File: src/inc/sss_pkg.sv
// Package with register map, field positions, timing constants and modes of the supply supervisor
package sss_pkg;

	// ----------------------------------------------------------------
	// Register map (byte addresses)
	// ----------------------------------------------------------------
	localparam logic [7:0] REG_WAKE_CONTROL_ONE = 8'h00;
	localparam logic [7:0] REG_WATCHDOG_CONTROL = 8'h04;
	localparam logic [7:0] REG_MODE_CONTROL     = 8'h08;
	localparam logic [7:0] REG_SUPPLY_STATUS    = 8'h0C;
	localparam logic [7:0] REG_REG_CONFIG       = 8'h10;

	// ----------------------------------------------------------------
	// Field positions
	// ----------------------------------------------------------------
	localparam int WK_STOP_FIRST_BIT  = 0;
	localparam int WK_BUS_RESTART_BIT = 1;
	localparam int WD_STOP_SECOND_BIT = 0;
	localparam int WD_TRIGGER_BIT     = 1;
	localparam int CFG_OV_RST_BIT     = 0;
	localparam int ST_POR_BIT         = 0;
	localparam int ST_SUPPLY_UNDERVOLT_FLAG_BIT       = 1;
	localparam int ST_HS_UV_BIT       = 2;
	localparam int ST_HS_OV_BIT       = 3;
	localparam int ST_PREWARN_BIT     = 4;
	localparam int ST_UV_BIT          = 5;
	localparam int ST_UV_FS_BIT       = 6;
	localparam int ST_OV_BIT          = 7;
	localparam int ST_SC_BIT          = 8;
	localparam int ST_FAIL_BIT        = 9;
	localparam int ST_FLAG_COUNT      = 10;
	localparam int ST_MODE_LSB        = 16;
	localparam int ST_WD_ON_BIT       = 20;
	localparam int ST_UV_CNT_LSB      = 24;

	// ----------------------------------------------------------------
	// Mode command codes and counters
	// ----------------------------------------------------------------
	localparam logic [1:0] CMD_NORMAL     = 2'h0;
	localparam logic [1:0] CMD_STOP       = 2'h1;
	localparam logic [1:0] CMD_SLEEP      = 2'h2;
	localparam logic [1:0] CMD_SOFT_RESET = 2'h3;
	localparam logic [2:0] UV_FAILSAFE_COUNT = 3'h4;
	localparam logic [2:0] UV_CNT_ZERO       = 3'h0;

	// ----------------------------------------------------------------
	// Timing
	// ----------------------------------------------------------------
	localparam int CLK_PERIOD_PS        = 4000;
	localparam int RESET_DELAY_US       = 10;
	localparam int SC_FILTER_MS         = 4;
	localparam int RESET_DELAY_DEFAULT  = (RESET_DELAY_US * 1000000) / CLK_PERIOD_PS;
	localparam int SC_FILTER_DEFAULT    = (SC_FILTER_MS * 1000000000) / CLK_PERIOD_PS;

	typedef enum logic [2:0] {
		SSS_INIT,
		SSS_NORMAL,
		SSS_STOP,
		SSS_SLEEP,
		SSS_RESTART,
		SSS_FAILSAFE
	} sss_mode_type;

endpackage

File: src/core/sss_supervisor.sv
// Supply supervision, regulator protection and stop-mode watchdog disable sequence
//
// Functional notes
// Watchdog off for stop needs two enable bits set in two registers in normal mode.
// Any disable-sequence error clears the second enable bit; host restarts sequence.
// Trigger in stop or return to normal restarts watchdog long window, clears both bits.
// Starting the sequence while first bit already one clears that bit.
// Bus-wake restart enable resets to 1, writable only in normal mode.
// Bus wake in stop with restart enabled: interrupt, receive low, watchdog long window.
// Supply power-on sets flag, loads defaults, holds reset until regulator ok plus delay.
// Supply below falling power-on threshold resets internally, restarts in init.
// Supply undervoltage sets own flag, suspends short protection, clears after condition.
// High-side undervoltage sets only its flag, clearable after condition ends.
// High-side overvoltage sets only its flag, clearable after condition ends.
// Regulator prewarning sets its flag only.
// Regulator below reset threshold: reset low, undervoltage flag, restart mode.
// Prewarning and undervoltage flags never set in sleep mode.
// Counter counts consecutive undervoltage in init, normal, stop; holds on supply low (here only in normal mode; init and stop still count).
// Fourth consecutive undervoltage forces fail-safe and sets fail-safe flag.
// Counter cleared on fail-safe entry, undervoltage flag clear, soft reset.
// Overvoltage detected in init, normal, stop; always sets overvoltage flag.
// Overvoltage reset with pin one: restart, fail outputs, back to normal, clear enable.
// Overvoltage reset with pin zero: fail-safe and fail outputs.
// Host clears overvoltage reset enable before stop at low load.
// Regulator short beyond filter time: flags, regulator off, fail outputs, fail-safe.
// First enable bit must precede second; other order or mode change is an error (here only mode writes out of normal other than to stop clear the second bit).
//
// Chosen here: the register offsets and the AHB-Lite slave port.
`timescale 1ns/10ps
module sss_supervisor #(
	parameter int RESET_DELAY_CYCLES = sss_pkg::RESET_DELAY_DEFAULT,
	parameter int SC_FILTER_CYCLES   = sss_pkg::SC_FILTER_DEFAULT
) (
	input  wire logic        sys_clk,
	input  wire logic        rst_n,
	input  wire logic [31:0] haddr,
	input  wire logic [1:0]  htrans,
	input  wire logic        hwrite,
	input  wire logic [2:0]  hsize,
	input  wire logic [31:0] hwdata,
	input  wire logic        hsel,
	input  wire logic        hready,
	output logic      [31:0] hrdata,
	output logic             hreadyout,
	output logic             hresp,
	input  wire logic        supply_por_ok,
	input  wire logic        supply_undervolt,
	input  wire logic        hs_supply_undervolt,
	input  wire logic        hs_supply_overvolt,
	input  wire logic        main_reg_prewarn,
	input  wire logic        main_reg_below_reset,
	input  wire logic        main_reg_overvolt,
	input  wire logic        config_select_pin,
	input  wire logic        can_wake,
	output logic             reset_output_n,
	output logic             fail_outputs,
	output logic             main_regulator_on,
	output logic             bus_wake_irq,
	output logic             can_rx_low,
	output logic             watchdog_on,
	output logic             wd_long_window
);

	// ----------------------------------------------------------------
	// State
	// ----------------------------------------------------------------
	typedef struct packed {
		logic [2:0]  sy_supply_undervolt_flag;
		logic [2:0]  sy_hs_uv;
		logic [2:0]  sy_hs_ov;
		logic [2:0]  sy_warn;
		logic [2:0]  sy_below;
		logic [2:0]  sy_ov;
		logic [2:0]  sy_cfg;
		logic [2:0]  sy_wake;
		sss_pkg::sss_mode_type mode;
		logic        stop_wd_disable_first;
		logic        stop_wd_disable_second;
		logic        bus_wake_wd_restart_en;
		logic        overvolt_reset_enable;
		logic [sss_pkg::ST_FLAG_COUNT-1:0] flags;
		logic [2:0]  uv_count;
		logic        uv_seen;
		logic [31:0] rd_timer;
		logic [31:0] sc_timer;
		logic        sc_armed;
		logic        reset_low;
		logic        fail_out;
		logic        reg_on;
		logic        wd_on;
		logic        long_win;
		logic        irq;
		logic        rx_low;
		logic        ap_valid;
		logic        ap_write;
		logic [7:0]  ap_addr;
		logic [31:0] rdata;
	} sss_state_type;

	sss_state_type st;
	sss_state_type next_st;

	logic supply_undervolt_flag;
	logic hs_uv;
	logic hs_ov;
	logic warn;
	logic below;
	logic ov;
	logic cfg;
	logic wake;
	logic wr;
	logic [31:0] wd;
	logic        uv_event;

	// Stable level once the second and third stages agree
	assign supply_undervolt_flag = (st.sy_supply_undervolt_flag[1] == st.sy_supply_undervolt_flag[2]) ? st.sy_supply_undervolt_flag[2] : st.flags[sss_pkg::ST_SUPPLY_UNDERVOLT_FLAG_BIT];
	assign hs_uv = st.sy_hs_uv[2] & st.sy_hs_uv[1];
	assign hs_ov = st.sy_hs_ov[2] & st.sy_hs_ov[1];
	assign warn  = st.sy_warn[2] & st.sy_warn[1];
	assign below = st.sy_below[2] & st.sy_below[1];
	assign ov    = st.sy_ov[2] & st.sy_ov[1];
	assign cfg   = st.sy_cfg[2];
	assign wake  = st.sy_wake[2] & st.sy_wake[1];

	assign wr = st.ap_valid & st.ap_write;
	assign wd = hwdata;

	function automatic sss_state_type load_defaults(input sss_state_type s);
		sss_state_type r;
		r = s;
		r.mode                   = sss_pkg::SSS_INIT;
		r.stop_wd_disable_first  = 1'b0;
		r.stop_wd_disable_second = 1'b0;
		r.bus_wake_wd_restart_en = 1'b1;
		r.overvolt_reset_enable  = 1'b0;
		r.flags                  = '0;
		r.uv_count               = sss_pkg::UV_CNT_ZERO;
		r.uv_seen                = 1'b0;
		r.rd_timer               = '0;
		r.sc_timer               = '0;
		r.sc_armed               = 1'b1;
		r.reset_low              = 1'b1;
		r.fail_out               = 1'b0;
		r.reg_on                 = 1'b1;
		r.wd_on                  = 1'b0;
		r.long_win               = 1'b0;
		r.irq                    = 1'b0;
		r.rx_low                 = 1'b0;
		return r;
	endfunction

	// ----------------------------------------------------------------
	// Next state
	// ----------------------------------------------------------------
	always_comb begin
		next_st = st;
		next_st.sy_supply_undervolt_flag = {st.sy_supply_undervolt_flag[1:0], supply_undervolt};
		next_st.sy_hs_uv = {st.sy_hs_uv[1:0], hs_supply_undervolt};
		next_st.sy_hs_ov = {st.sy_hs_ov[1:0], hs_supply_overvolt};
		next_st.sy_warn  = {st.sy_warn[1:0], main_reg_prewarn};
		next_st.sy_below = {st.sy_below[1:0], main_reg_below_reset};
		next_st.sy_ov    = {st.sy_ov[1:0], main_reg_overvolt};
		next_st.sy_cfg   = {st.sy_cfg[1:0], config_select_pin};
		next_st.sy_wake  = {st.sy_wake[1:0], can_wake};
		next_st.irq = 1'b0;
		uv_event = 1'b0;

		// Bus slave: register address phase
		next_st.ap_valid = hsel & hready & htrans[1];
		next_st.ap_write = hwrite;
		next_st.ap_addr  = haddr[7:0];

		// Software writes (clears are applied before hardware sets, so a set wins)
		if (wr) begin
			case (st.ap_addr)
				sss_pkg::REG_WAKE_CONTROL_ONE: begin
					if (st.mode == sss_pkg::SSS_NORMAL) begin
						if (wd[sss_pkg::WK_STOP_FIRST_BIT]) begin
							// Sequence start; a set first bit restarts it
							next_st.stop_wd_disable_first  = ~st.stop_wd_disable_first;
							next_st.stop_wd_disable_second = 1'b0;
						end
						next_st.bus_wake_wd_restart_en = wd[sss_pkg::WK_BUS_RESTART_BIT];
					end
				end
				sss_pkg::REG_WATCHDOG_CONTROL: begin
					if (wd[sss_pkg::WD_STOP_SECOND_BIT]) begin
						if (st.mode == sss_pkg::SSS_NORMAL && st.stop_wd_disable_first)
							next_st.stop_wd_disable_second = 1'b1;
						else
							next_st.stop_wd_disable_second = 1'b0; // see R2
					end
					if (wd[sss_pkg::WD_TRIGGER_BIT] && st.mode == sss_pkg::SSS_STOP && !st.wd_on) begin
						next_st.wd_on = 1'b1;
						next_st.long_win = 1'b1;
						next_st.stop_wd_disable_first  = 1'b0;
						next_st.stop_wd_disable_second = 1'b0;
					end
				end
				sss_pkg::REG_MODE_CONTROL: begin
					case (wd[1:0])
						sss_pkg::CMD_NORMAL: begin
							if (st.mode == sss_pkg::SSS_STOP || st.mode == sss_pkg::SSS_INIT) begin
								next_st.mode = sss_pkg::SSS_NORMAL;
								next_st.wd_on = 1'b1;
								next_st.long_win = 1'b1;
								next_st.stop_wd_disable_first  = 1'b0;
								next_st.stop_wd_disable_second = 1'b0;
								next_st.rx_low = 1'b0;
							end
						end
						sss_pkg::CMD_STOP: begin
							if (st.mode == sss_pkg::SSS_NORMAL) begin
								next_st.mode = sss_pkg::SSS_STOP;
								if (st.stop_wd_disable_first && st.stop_wd_disable_second)
									next_st.wd_on = 1'b0;
							end
						end
						sss_pkg::CMD_SLEEP: begin
							if (st.mode == sss_pkg::SSS_NORMAL) begin
								next_st.mode = sss_pkg::SSS_SLEEP;
								next_st.reg_on = 1'b0;
								next_st.wd_on = 1'b0;
								next_st.stop_wd_disable_second = 1'b0;
							end
						end
						sss_pkg::CMD_SOFT_RESET: begin
							if (st.mode == sss_pkg::SSS_NORMAL || st.mode == sss_pkg::SSS_STOP) begin
								next_st = load_defaults(next_st);
								next_st.uv_count = sss_pkg::UV_CNT_ZERO;
								next_st.flags = st.flags;
							end
						end
						default: begin
						end
					endcase
				end
				sss_pkg::REG_SUPPLY_STATUS: begin
					// Write one to clear; the three supply flags clear only once their condition has ended
					if (wd[sss_pkg::ST_SUPPLY_UNDERVOLT_FLAG_BIT] && !supply_undervolt_flag) next_st.flags[sss_pkg::ST_SUPPLY_UNDERVOLT_FLAG_BIT] = 1'b0;
					if (wd[sss_pkg::ST_HS_UV_BIT] && !hs_uv) next_st.flags[sss_pkg::ST_HS_UV_BIT] = 1'b0;
					if (wd[sss_pkg::ST_HS_OV_BIT] && !hs_ov) next_st.flags[sss_pkg::ST_HS_OV_BIT] = 1'b0;
					if (wd[sss_pkg::ST_POR_BIT])     next_st.flags[sss_pkg::ST_POR_BIT]     = 1'b0;
					if (wd[sss_pkg::ST_PREWARN_BIT]) next_st.flags[sss_pkg::ST_PREWARN_BIT] = 1'b0;
					if (wd[sss_pkg::ST_UV_FS_BIT])   next_st.flags[sss_pkg::ST_UV_FS_BIT]   = 1'b0;
					if (wd[sss_pkg::ST_OV_BIT])      next_st.flags[sss_pkg::ST_OV_BIT]      = 1'b0;
					if (wd[sss_pkg::ST_SC_BIT])      next_st.flags[sss_pkg::ST_SC_BIT]      = 1'b0;
					if (wd[sss_pkg::ST_FAIL_BIT])    next_st.flags[sss_pkg::ST_FAIL_BIT]    = 1'b0;
					if (wd[sss_pkg::ST_UV_BIT]) begin
						next_st.flags[sss_pkg::ST_UV_BIT] = 1'b0;
						next_st.uv_count = sss_pkg::UV_CNT_ZERO;
					end
				end
				sss_pkg::REG_REG_CONFIG: begin
					next_st.overvolt_reset_enable = wd[sss_pkg::CFG_OV_RST_BIT];
				end
				default: begin
				end
			endcase
		end

		// A mode write out of normal other than to stop breaks a half-done sequence; hardware restart and fail-safe entries are set later and leave it
		if (st.mode == sss_pkg::SSS_NORMAL && next_st.mode != sss_pkg::SSS_NORMAL && next_st.mode != sss_pkg::SSS_STOP)
			next_st.stop_wd_disable_second = 1'b0;

		// Supply flags
		if (supply_undervolt_flag) next_st.flags[sss_pkg::ST_SUPPLY_UNDERVOLT_FLAG_BIT] = 1'b1;
		if (hs_uv) next_st.flags[sss_pkg::ST_HS_UV_BIT] = 1'b1;
		if (hs_ov) next_st.flags[sss_pkg::ST_HS_OV_BIT] = 1'b1;
		if (warn && st.mode != sss_pkg::SSS_SLEEP && st.reg_on)
			next_st.flags[sss_pkg::ST_PREWARN_BIT] = 1'b1; // see R12

		// Bus wake in stop restarts the watchdog
		if (wake && st.mode == sss_pkg::SSS_STOP && !st.wd_on && st.bus_wake_wd_restart_en) begin
			next_st.irq = 1'b1;
			next_st.rx_low = 1'b1;
			next_st.wd_on = 1'b1;
			next_st.long_win = 1'b1;
		end

		// Regulator undervoltage
		if (!below) next_st.uv_seen = 1'b0;
		if (below && !st.uv_seen && st.reg_on &&
		    (st.mode == sss_pkg::SSS_INIT || st.mode == sss_pkg::SSS_NORMAL || st.mode == sss_pkg::SSS_STOP)) begin
			uv_event = 1'b1;
			next_st.uv_seen = 1'b1;
			next_st.flags[sss_pkg::ST_UV_BIT] = 1'b1; // see R13
			next_st.reset_low = 1'b1;
			next_st.rd_timer = '0;
			next_st.mode = sss_pkg::SSS_RESTART;
			if (!(st.mode == sss_pkg::SSS_NORMAL && supply_undervolt_flag)) begin
				next_st.uv_count = st.uv_count + 3'h1;
				if (st.uv_count + 3'h1 >= sss_pkg::UV_FAILSAFE_COUNT) begin
					next_st.mode = sss_pkg::SSS_FAILSAFE;
					next_st.flags[sss_pkg::ST_UV_FS_BIT] = 1'b1;
					next_st.uv_count = sss_pkg::UV_CNT_ZERO;
				end
			end
		end

		// Regulator overvoltage
		if (ov && (st.mode == sss_pkg::SSS_INIT || st.mode == sss_pkg::SSS_NORMAL || st.mode == sss_pkg::SSS_STOP)) begin
			next_st.flags[sss_pkg::ST_OV_BIT] = 1'b1;
			if (st.overvolt_reset_enable) begin
				next_st.fail_out = 1'b1;
				next_st.reset_low = 1'b1;
				next_st.rd_timer = '0;
				if (cfg) begin
					next_st.mode = sss_pkg::SSS_RESTART;
					next_st.overvolt_reset_enable = 1'b0;
				end else begin
					next_st.mode = sss_pkg::SSS_FAILSAFE;
					next_st.uv_count = sss_pkg::UV_CNT_ZERO;
				end
			end
		end

		// Short circuit filter, suspended in supply undervoltage
		if (st.reg_on && below && !supply_undervolt_flag && st.mode != sss_pkg::SSS_FAILSAFE) begin
			next_st.sc_timer = st.sc_timer + 32'h1;
			if (st.sc_timer >= 32'(SC_FILTER_CYCLES - 1)) begin
				next_st.flags[sss_pkg::ST_SC_BIT] = 1'b1;
				next_st.flags[sss_pkg::ST_FAIL_BIT] = 1'b1;
				next_st.reg_on = 1'b0;
				next_st.fail_out = 1'b1;
				next_st.reset_low = 1'b1;
				next_st.wd_on = 1'b0;
				next_st.mode = sss_pkg::SSS_FAILSAFE;
				next_st.uv_count = sss_pkg::UV_CNT_ZERO;
				next_st.sc_timer = '0;
			end
		end else begin
			next_st.sc_timer = '0;
		end

		// Reset release after regulator good plus delay
		if (st.reset_low && st.reg_on && !below && st.mode != sss_pkg::SSS_FAILSAFE) begin
			next_st.rd_timer = st.rd_timer + 32'h1;
			if (st.rd_timer >= 32'(RESET_DELAY_CYCLES - 1)) begin
				next_st.reset_low = 1'b0;
				next_st.rd_timer = '0;
				next_st.wd_on = 1'b1;
				next_st.long_win = 1'b1;
				if (st.mode == sss_pkg::SSS_RESTART) begin
					next_st.mode = sss_pkg::SSS_NORMAL;
					next_st.fail_out = 1'b0;
				end
			end
		end

		// Wake from sleep or fail-safe by bus activity
		if (wake && (st.mode == sss_pkg::SSS_SLEEP || st.mode == sss_pkg::SSS_FAILSAFE)) begin
			next_st.mode = sss_pkg::SSS_RESTART;
			next_st.reg_on = 1'b1;
			next_st.reset_low = 1'b1;
			next_st.rd_timer = '0;
			next_st.fail_out = 1'b0;
		end

		// Supply loss: full internal reset and defaults
		if (!supply_por_ok) begin
			next_st = load_defaults(next_st);
		end else if (!st.flags[sss_pkg::ST_POR_BIT] && st.mode == sss_pkg::SSS_INIT && st.reset_low
		             && st.rd_timer == '0 && st.uv_count == sss_pkg::UV_CNT_ZERO && !st.uv_seen) begin
			next_st.flags[sss_pkg::ST_POR_BIT] = 1'b1;
			next_st.uv_seen = 1'b1;
		end

		// Read data
		case (haddr[7:0])
			sss_pkg::REG_WAKE_CONTROL_ONE:
				next_st.rdata = 32'({st.bus_wake_wd_restart_en, st.stop_wd_disable_first});
			sss_pkg::REG_WATCHDOG_CONTROL: next_st.rdata = 32'(st.stop_wd_disable_second);
			sss_pkg::REG_MODE_CONTROL:     next_st.rdata = 32'(st.mode);
			sss_pkg::REG_SUPPLY_STATUS:
				next_st.rdata = {5'h00, st.uv_count, 3'h0, st.wd_on, 1'h0, st.mode, 6'h00, st.flags};
			sss_pkg::REG_REG_CONFIG:       next_st.rdata = 32'(st.overvolt_reset_enable);
			default:                       next_st.rdata = 32'h0000_0000;
		endcase
		if (uv_event) next_st.long_win = st.long_win;
	end

	// ----------------------------------------------------------------
	// Registers
	// ----------------------------------------------------------------
	always_ff @(posedge sys_clk) begin
		if (!rst_n) begin
			st <= load_defaults('0);
		end else begin
			st <= next_st;
		end
	end

	assign hrdata            = st.rdata;
	assign hreadyout         = 1'b1;
	assign hresp             = 1'b0;
	assign reset_output_n    = ~st.reset_low;
	assign fail_outputs      = st.fail_out;
	assign main_regulator_on = st.reg_on;
	assign bus_wake_irq      = st.irq;
	assign can_rx_low        = st.rx_low;
	assign watchdog_on       = st.wd_on;
	assign wd_long_window    = st.long_win;

	// ----------------------------------------------------------------
	// Checks
	// ----------------------------------------------------------------
	chk_second_needs_first: assert property (@(posedge sys_clk) disable iff (!rst_n)
		$rose(st.stop_wd_disable_second) |-> $past(st.stop_wd_disable_first))
		else $error("second enable set without first");
	chk_wake_restart: assert property (@(posedge sys_clk) disable iff (!rst_n)
		bus_wake_irq |-> watchdog_on && can_rx_low && wd_long_window)
		else $error("bus wake did not restart watchdog");
	chk_sleep_no_uv: assert property (@(posedge sys_clk) disable iff (!rst_n)
		$past(st.mode) == sss_pkg::SSS_SLEEP && $past(supply_por_ok) |-> !$rose(st.flags[sss_pkg::ST_UV_BIT]))
		else $error("undervoltage flag set in sleep");
	chk_uv_restart: assert property (@(posedge sys_clk) disable iff (!rst_n)
		$rose(st.flags[sss_pkg::ST_UV_BIT]) |-> !reset_output_n)
		else $error("undervoltage without reset");
	chk_uv_count_max: assert property (@(posedge sys_clk) disable iff (!rst_n)
		st.uv_count < sss_pkg::UV_FAILSAFE_COUNT)
		else $error("undervoltage counter passed fail-safe count");
	chk_uv_fs_mode: assert property (@(posedge sys_clk) disable iff (!rst_n)
		$rose(st.flags[sss_pkg::ST_UV_FS_BIT]) |-> st.mode == sss_pkg::SSS_FAILSAFE)
		else $error("fail-safe flag without fail-safe mode");
	chk_short_off: assert property (@(posedge sys_clk) disable iff (!rst_n)
		$rose(st.flags[sss_pkg::ST_SC_BIT]) |-> !main_regulator_on && fail_outputs)
		else $error("short did not switch regulator off");
	chk_ov_rst_clear: assert property (@(posedge sys_clk) disable iff (!rst_n)
		$past(ov) && $past(st.overvolt_reset_enable) && $past(cfg) && $past(supply_por_ok)
		&& $past(st.mode) == sss_pkg::SSS_NORMAL |-> !st.overvolt_reset_enable && fail_outputs)
		else $error("overvoltage reset enable not cleared");

endmodule

File: config.mk
export PLATFORM = sky130hd
export DESIGN_NAME = sss_supervisor
export DESIGN_NICKNAME = d
export VERILOG_FILES = /design/src/inc/sss_pkg.sv /design/src/core/sss_supervisor.sv
export SDC_FILE = /design/constraint.sdc
export NUM_CORES = 1
export LEC_CHECK = 0
export BUFFER_PORTS_ARGS = -buffer_cell sky130_fd_sc_hd__buf_2
export CORE_MARGIN = 2
export CORE_UTILIZATION = 60
export CTS_BUF_LIST = sky130_fd_sc_hd__clkbuf_2
export DETAILED_ROUTE_END_ITERATION = 10
export GPL_ROUTABILITY_DRIVEN = 1
export PLACE_DENSITY = 0.91
export SETUP_SLACK_MARGIN = 0.15
export SLEW_MARGIN = 20
export SYNTH_ARGS = -nofsm -noshare
export SYNTH_HDL_FRONTEND = slang
export SYNTH_SLANG_ARGS = --single-unit
File: constraint.sdc
create_clock -name sys_clk -period 5.5 [get_ports sys_clk]
set_clock_uncertainty 0.05 [all_clocks]
set_input_delay 1.1 -clock sys_clk [delete_from_list [all_inputs] [get_ports sys_clk]]
set_output_delay 1.1 -clock sys_clk [all_outputs]
set_load 0.01 [all_outputs]
; ---- Yosys cells after proc, flatten, opt, wreduce, memory -nomap -nowiden
; Index checks and enable logic that the tools add are counted.
[classes]
add_sub_neg = 3
n_lt_le_gt_ge = 3
eq_ne = 45
n_mux = 101
n_bitwise = 14
n_reduce_logical = 91
[ops]
columns = operator, n
row1 = $mux 135, 2
row2 = $pmux 27 s5, 1
row3 = $mux 32, 4
row4 = $mux 83, 1
row5 = $mux 69, 1
row6 = $add 32x1->32 const B, 2
row7 = $mux 3, 21
row8 = $reduce_bool 2->1, 24
row9 = $mux 45, 1
row10 = $mux 44, 1
row11 = $mux 42, 1
row12 = $mux 1, 37
row13 = $mux 36, 1
row14 = $eq 8x4->1 const B, 4
row15 = $ge 32x12->1 const B, 1
row16 = $ge 32x32->1 const B, 1
row17 = $logic_not 32->1, 1
row18 = $reduce_and 4->1, 8
row19 = $logic_and 1x1->1, 31
row20 = $mux 2, 14
row21 = $pmux 13 s2, 1
row22 = $ne 2x2->1 const B, 11
row23 = $ne 3x3->1 const B, 7
row24 = $ne 4x1->1 const B, 5
row25 = other kinds (35), 76
[word_totals]
register_bits = 158
output_inout_bits = 41
wordCells = 294

; ---- Longest topological paths before layout
[depth]
ltp_word = 16
depth_mapped = 10

; ---- Least setup slack after synthesis
; No wires, ideal clock.
[synth_path]
path_type = input to register
start = input hwdata[0]
end = register st[109] (netlist name)
t_arrival_ns = 2.755
path_slack_ns = 2.636
path_stages = 7
cell_sequence = ha_1 -> clkbuf_1 -> nor3b_1 -> a2111o_1 -> nor2_1 -> clkbuf_1 -> and2_1
[synth_between]
elab_chain_cells = 8
[synth_rtl]
columns = item, line
row1 = start: declaration, sss_supervisor.sv:40  ; input wire logic [31:0] hwdata,
row2 = $eq 2x2->1 *, sss_supervisor.sv:201  ; case (wd[1:0])
row3 = $mux 83 *, sss_supervisor.sv:201
row4 = $mux 69 *, sss_supervisor.sv:175  ; case (st.ap_addr)
row5 = $mux 135 *, sss_supervisor.sv:174  ; if (wr) begin
row6 = $mux 36 *, sss_supervisor.sv:283  ; if (below && !st.uv_seen && st.reg_on &&
row7 = $mux 32, sss_supervisor.sv:304  ; if (st.overvolt_reset_enable) begin
row8 = $mux 32 *, sss_supervisor.sv:302  ; if (ov && (st.mode == sss_pkg::SSS_INIT || st.mode == sss_pkg::SSS_NORMAL || st.mode == sss_pkg::SSS_STOP)) be ...
row9 = $mux 32 *, sss_supervisor.sv:337  ; if (st.reset_low && st.reg_on && !below && st.mode != sss_pkg::SSS_FAILSAFE) begin
row10 = end signal: assignment, sss_supervisor.sv:388  ; st <= load_defaults('0);
row11 = end signal: assignment, sss_supervisor.sv:390  ; st <= next_st;
row12 = end: declaration, sss_supervisor.sv:100  ; sss_state_type st;
; Mark *: on every way between the ends. The rest lies on a longest branch, timed or not. The select of a mux whose other input is x is not followed.
; A chain may end at the register's enable or synchronous reset.

; ---- Final worst setup path
[layout_path]
start = register st[133] (netlist name)
end = register st[85] (netlist name)
[layout_between]
elab_chain_cells = 10
[layout_rtl]
columns = item, line
row1 = $eq 3x1->1 or $eq 3x2->1 (tied branches), "sss_supervisor.sv:228, sss_supervisor.sv:284, sss_supervisor.sv:302"
row2 = $logic_or 1x1->1, sss_supervisor.sv:228  ; if (st.mode == sss_pkg::SSS_NORMAL || st.mode == sss_pkg::SSS_STOP) begin
row3 = $mux 135, sss_supervisor.sv:228
row4 = $mux 83, sss_supervisor.sv:201
row5 = $mux 69, sss_supervisor.sv:175
row6 = $mux 135, sss_supervisor.sv:174
row7 = $mux 36, sss_supervisor.sv:283
row8 = $mux 32, sss_supervisor.sv:304
row9 = $mux 32, sss_supervisor.sv:302
row10 = $mux 32, sss_supervisor.sv:337
; Parallel ways exist; a longest one is shown, timed or not. The select of a mux whose other input is x is not followed.

==> impl_results.md <==
- GRT overflow: 0
- Period utilization: a little under three fifths
- HP Start: st[141]
- Status: completed
- Share of cells above drive strength 1: 14.2%
- Seq/Total Area, Yosys: a little under half
- Worst setup path start: st[133]
- Core Footprint: 10,200 µm²
- Ys flop type: dfxtp_1
- Die Height: 106 µm
- Pre-CTS setup slack: about 2.0 ns
- Pwr/cell area: around 260 nW/µm²
- Design Area, Final: 6550 µm²
- Setup violators final: 0
- H-Tree Depth: 4
- Crit end category: register
- Post-CTS Hold Buffers: 0
- Initial antenna violation count: 0
- Slew headroom: between 30% and 40%
- DRT Pass-1 Iters: 5
- Synthesized area per cell: ~8.8 µm²
- Post-synthesis cell type count: 70
- Synth top area share: between 40% and 50%
- Worst EP required: between 6 and 7 ns
- Leak: about 2.6 nW
- Asr flop ratio synth: 0%
- Post-synthesis register bit count: approximately 140
- Total Routing Usage GR: around a quarter
- Final WL: ~13,000 µm
- Vias in the first global route: approximately 4,600
- Worst Path Max Fanout: 21
- Skew-Pair Late Insertion Delay: 0.71 ns
- Number of core rows: 37
- RSZ-0062 raised after global routing: no
- F_max: about 320 MHz
- Hpwl dp: roughly 9000 µm
- Final critical-path required period: between 3 and 4 ns
- Post-CTS Repair Setup Buffers: 0
- Maxcap violations: 0
- Post-DR vias/cell: approximately 5.6
- Mapped Area: between 6000 and 7000 µm²
- Clock Pin Slew Worst Setup and Hold Paths: 0.23 ns
- Area contributors post-synth: dfxtp_1 (46%), and2_1 (7.1%), nor2_1 (4.7%)
- Clk sink count: ~140
- Initial Util: approximately three fifths
- Post-synth EDFFs: 0
- Final Max Tran Viols: 0
- CTS max path bufs: 2
- Setup TNS: 0 ns
- Most frequent cell after synthesis: dfxtp_1
- VDD IR max: 0.132 mV
- Mapped Cells: 703
- WP data arrival: approximately 3.7 ns
- DIE AREA: around 11,000 µm²
- Routability cong.: about 0.88
- Yosys Warn Count: 0
- Worst Max-Slew Pin Slew: 0.984 ns
- Routed Antenna Nets: 0
- Clock root buffer: clkbuf_2
- RR Startpoint: st[133]
- Leading area contributor after synthesis: dfxtp_1
- Crit path launch type: register
- First-pass GRT wire length: about 21,000 µm
- Placed inst area: ~6300 µm²
- Fin util: between 60% and 70%
- Synth top cells by count: dfxtp_1 (143), nor2_1 (77), and2_1 (70)
- Largest net degree at the start of global routing: 39
- Hold Worst Slack: 0.407 ns
- Die W: between 100 and 150 µm
- DR iter-0 viols: ~250
- Post_cts resized: 0
- Final worst slack: 2.40 ns
- Hold Path Class: register to register
- Nets: just over 800
- Residual DRC: 0
- CTS tree: done
- Vias: around 4,900
- Routed len/inst: 14.2 µm
- Port Buffers: 56
- Synth-to-Final Area Change: 5.69%
- Ports: approximately 120
- Worst Setup Path Type: register to register
- Antenna diodes: 0
- Total CTS buffers: 17
- Final Hold Vio Count: 0
==> routing by layer <==
layer | wire, µm | track usage, %
met5 | 0 | 0
met4 | 267 | 9.40
met3 | 760 | 6.06
met1 | 5420 | 28.7
met2 | 6110 | 39.3
==> cell usage in the layout, fill, tap and decap left out, types with 14 or more instances in the layout <==
cell type / n
dfxtp_1: 143
nor2_1: 77
and2_1: 70
nand2_1: 61
buf_2: 56
a21oi_1: 33
nand3_1: 29
xor2_1: 23
o21ai_0: 23
conb_1: 17
clkbuf_2: 17
inv_1: 16
nor3_1: 14
==> power breakdown <==
group / total, mW / switching [mW] / internal (mW)
registers: 1.06 / 0.00765 / 1.05
clock network: 0.551 / 0.420 / 0.131
logic: 0.0752 / 0.0460 / 0.0291
==> worst paths after layout <==
path,end,slack [ns],cells after the start
max,st[85],2.40,6
min,st[142],0.41,1
max reg2reg,st[85],2.40,6
min reg2reg,st[142],0.41,1
==> critical path, cell delays in order (launching register included) <==
cell	delay, ns
dfxtp_1	0.91
nand2_1	0.24
and4_1	0.36
a2111o_1	0.44
nor2_1	0.73
o21a_1	0.23
a31o_2	0.09
==> final cells by class <==
class	instances	area [µm²]
timing repair buffer	58	295
clock inverter	15	124
fill	854	3640
clock buffer	17	85.1
inverter	16	60.1
tap	136	170
sequential	143	2860
multi-input combinational	496	2950
==> kinds of logic (layout without fill, tap and decap cells) <==
logic type	count (synthesis)	count (layout)	synth area share, %
muxes	5	5	0.808
AOI/OAI and AO/OA	96	96	10.2
adders and majority gates	11	11	2.18
buffers and inverters	79	106	7.07
xor gates and xnor gates	33	33	4.66
DFF	143	143	46.2
other	2	17	0.121
and+or+nand+nor	334	334	28.7
==> flip-flops by register name, indices dropped and copies added (netlist names) <==
| register | flops |
|---|---|
| fail_outputs | 1 |
| watchdog_on | 1 |
| st | 119 |
| can_rx_low | 1 |
| main_regulator_on | 1 |
| cfg | 1 |
| hrdata | 17 |
| bus_wake_irq | 1 |
| wd_long_window | 1 |
==> per-stage QoR <==
step	total power, mW	std cells
global route	1.75	881
finish	1.69	881
floorplan	1.14	718
global placement	1.15	849
detailed placement	1.15	849
CTS	1.69	881
No activity file was read; power rests on OpenSTA's default activity.
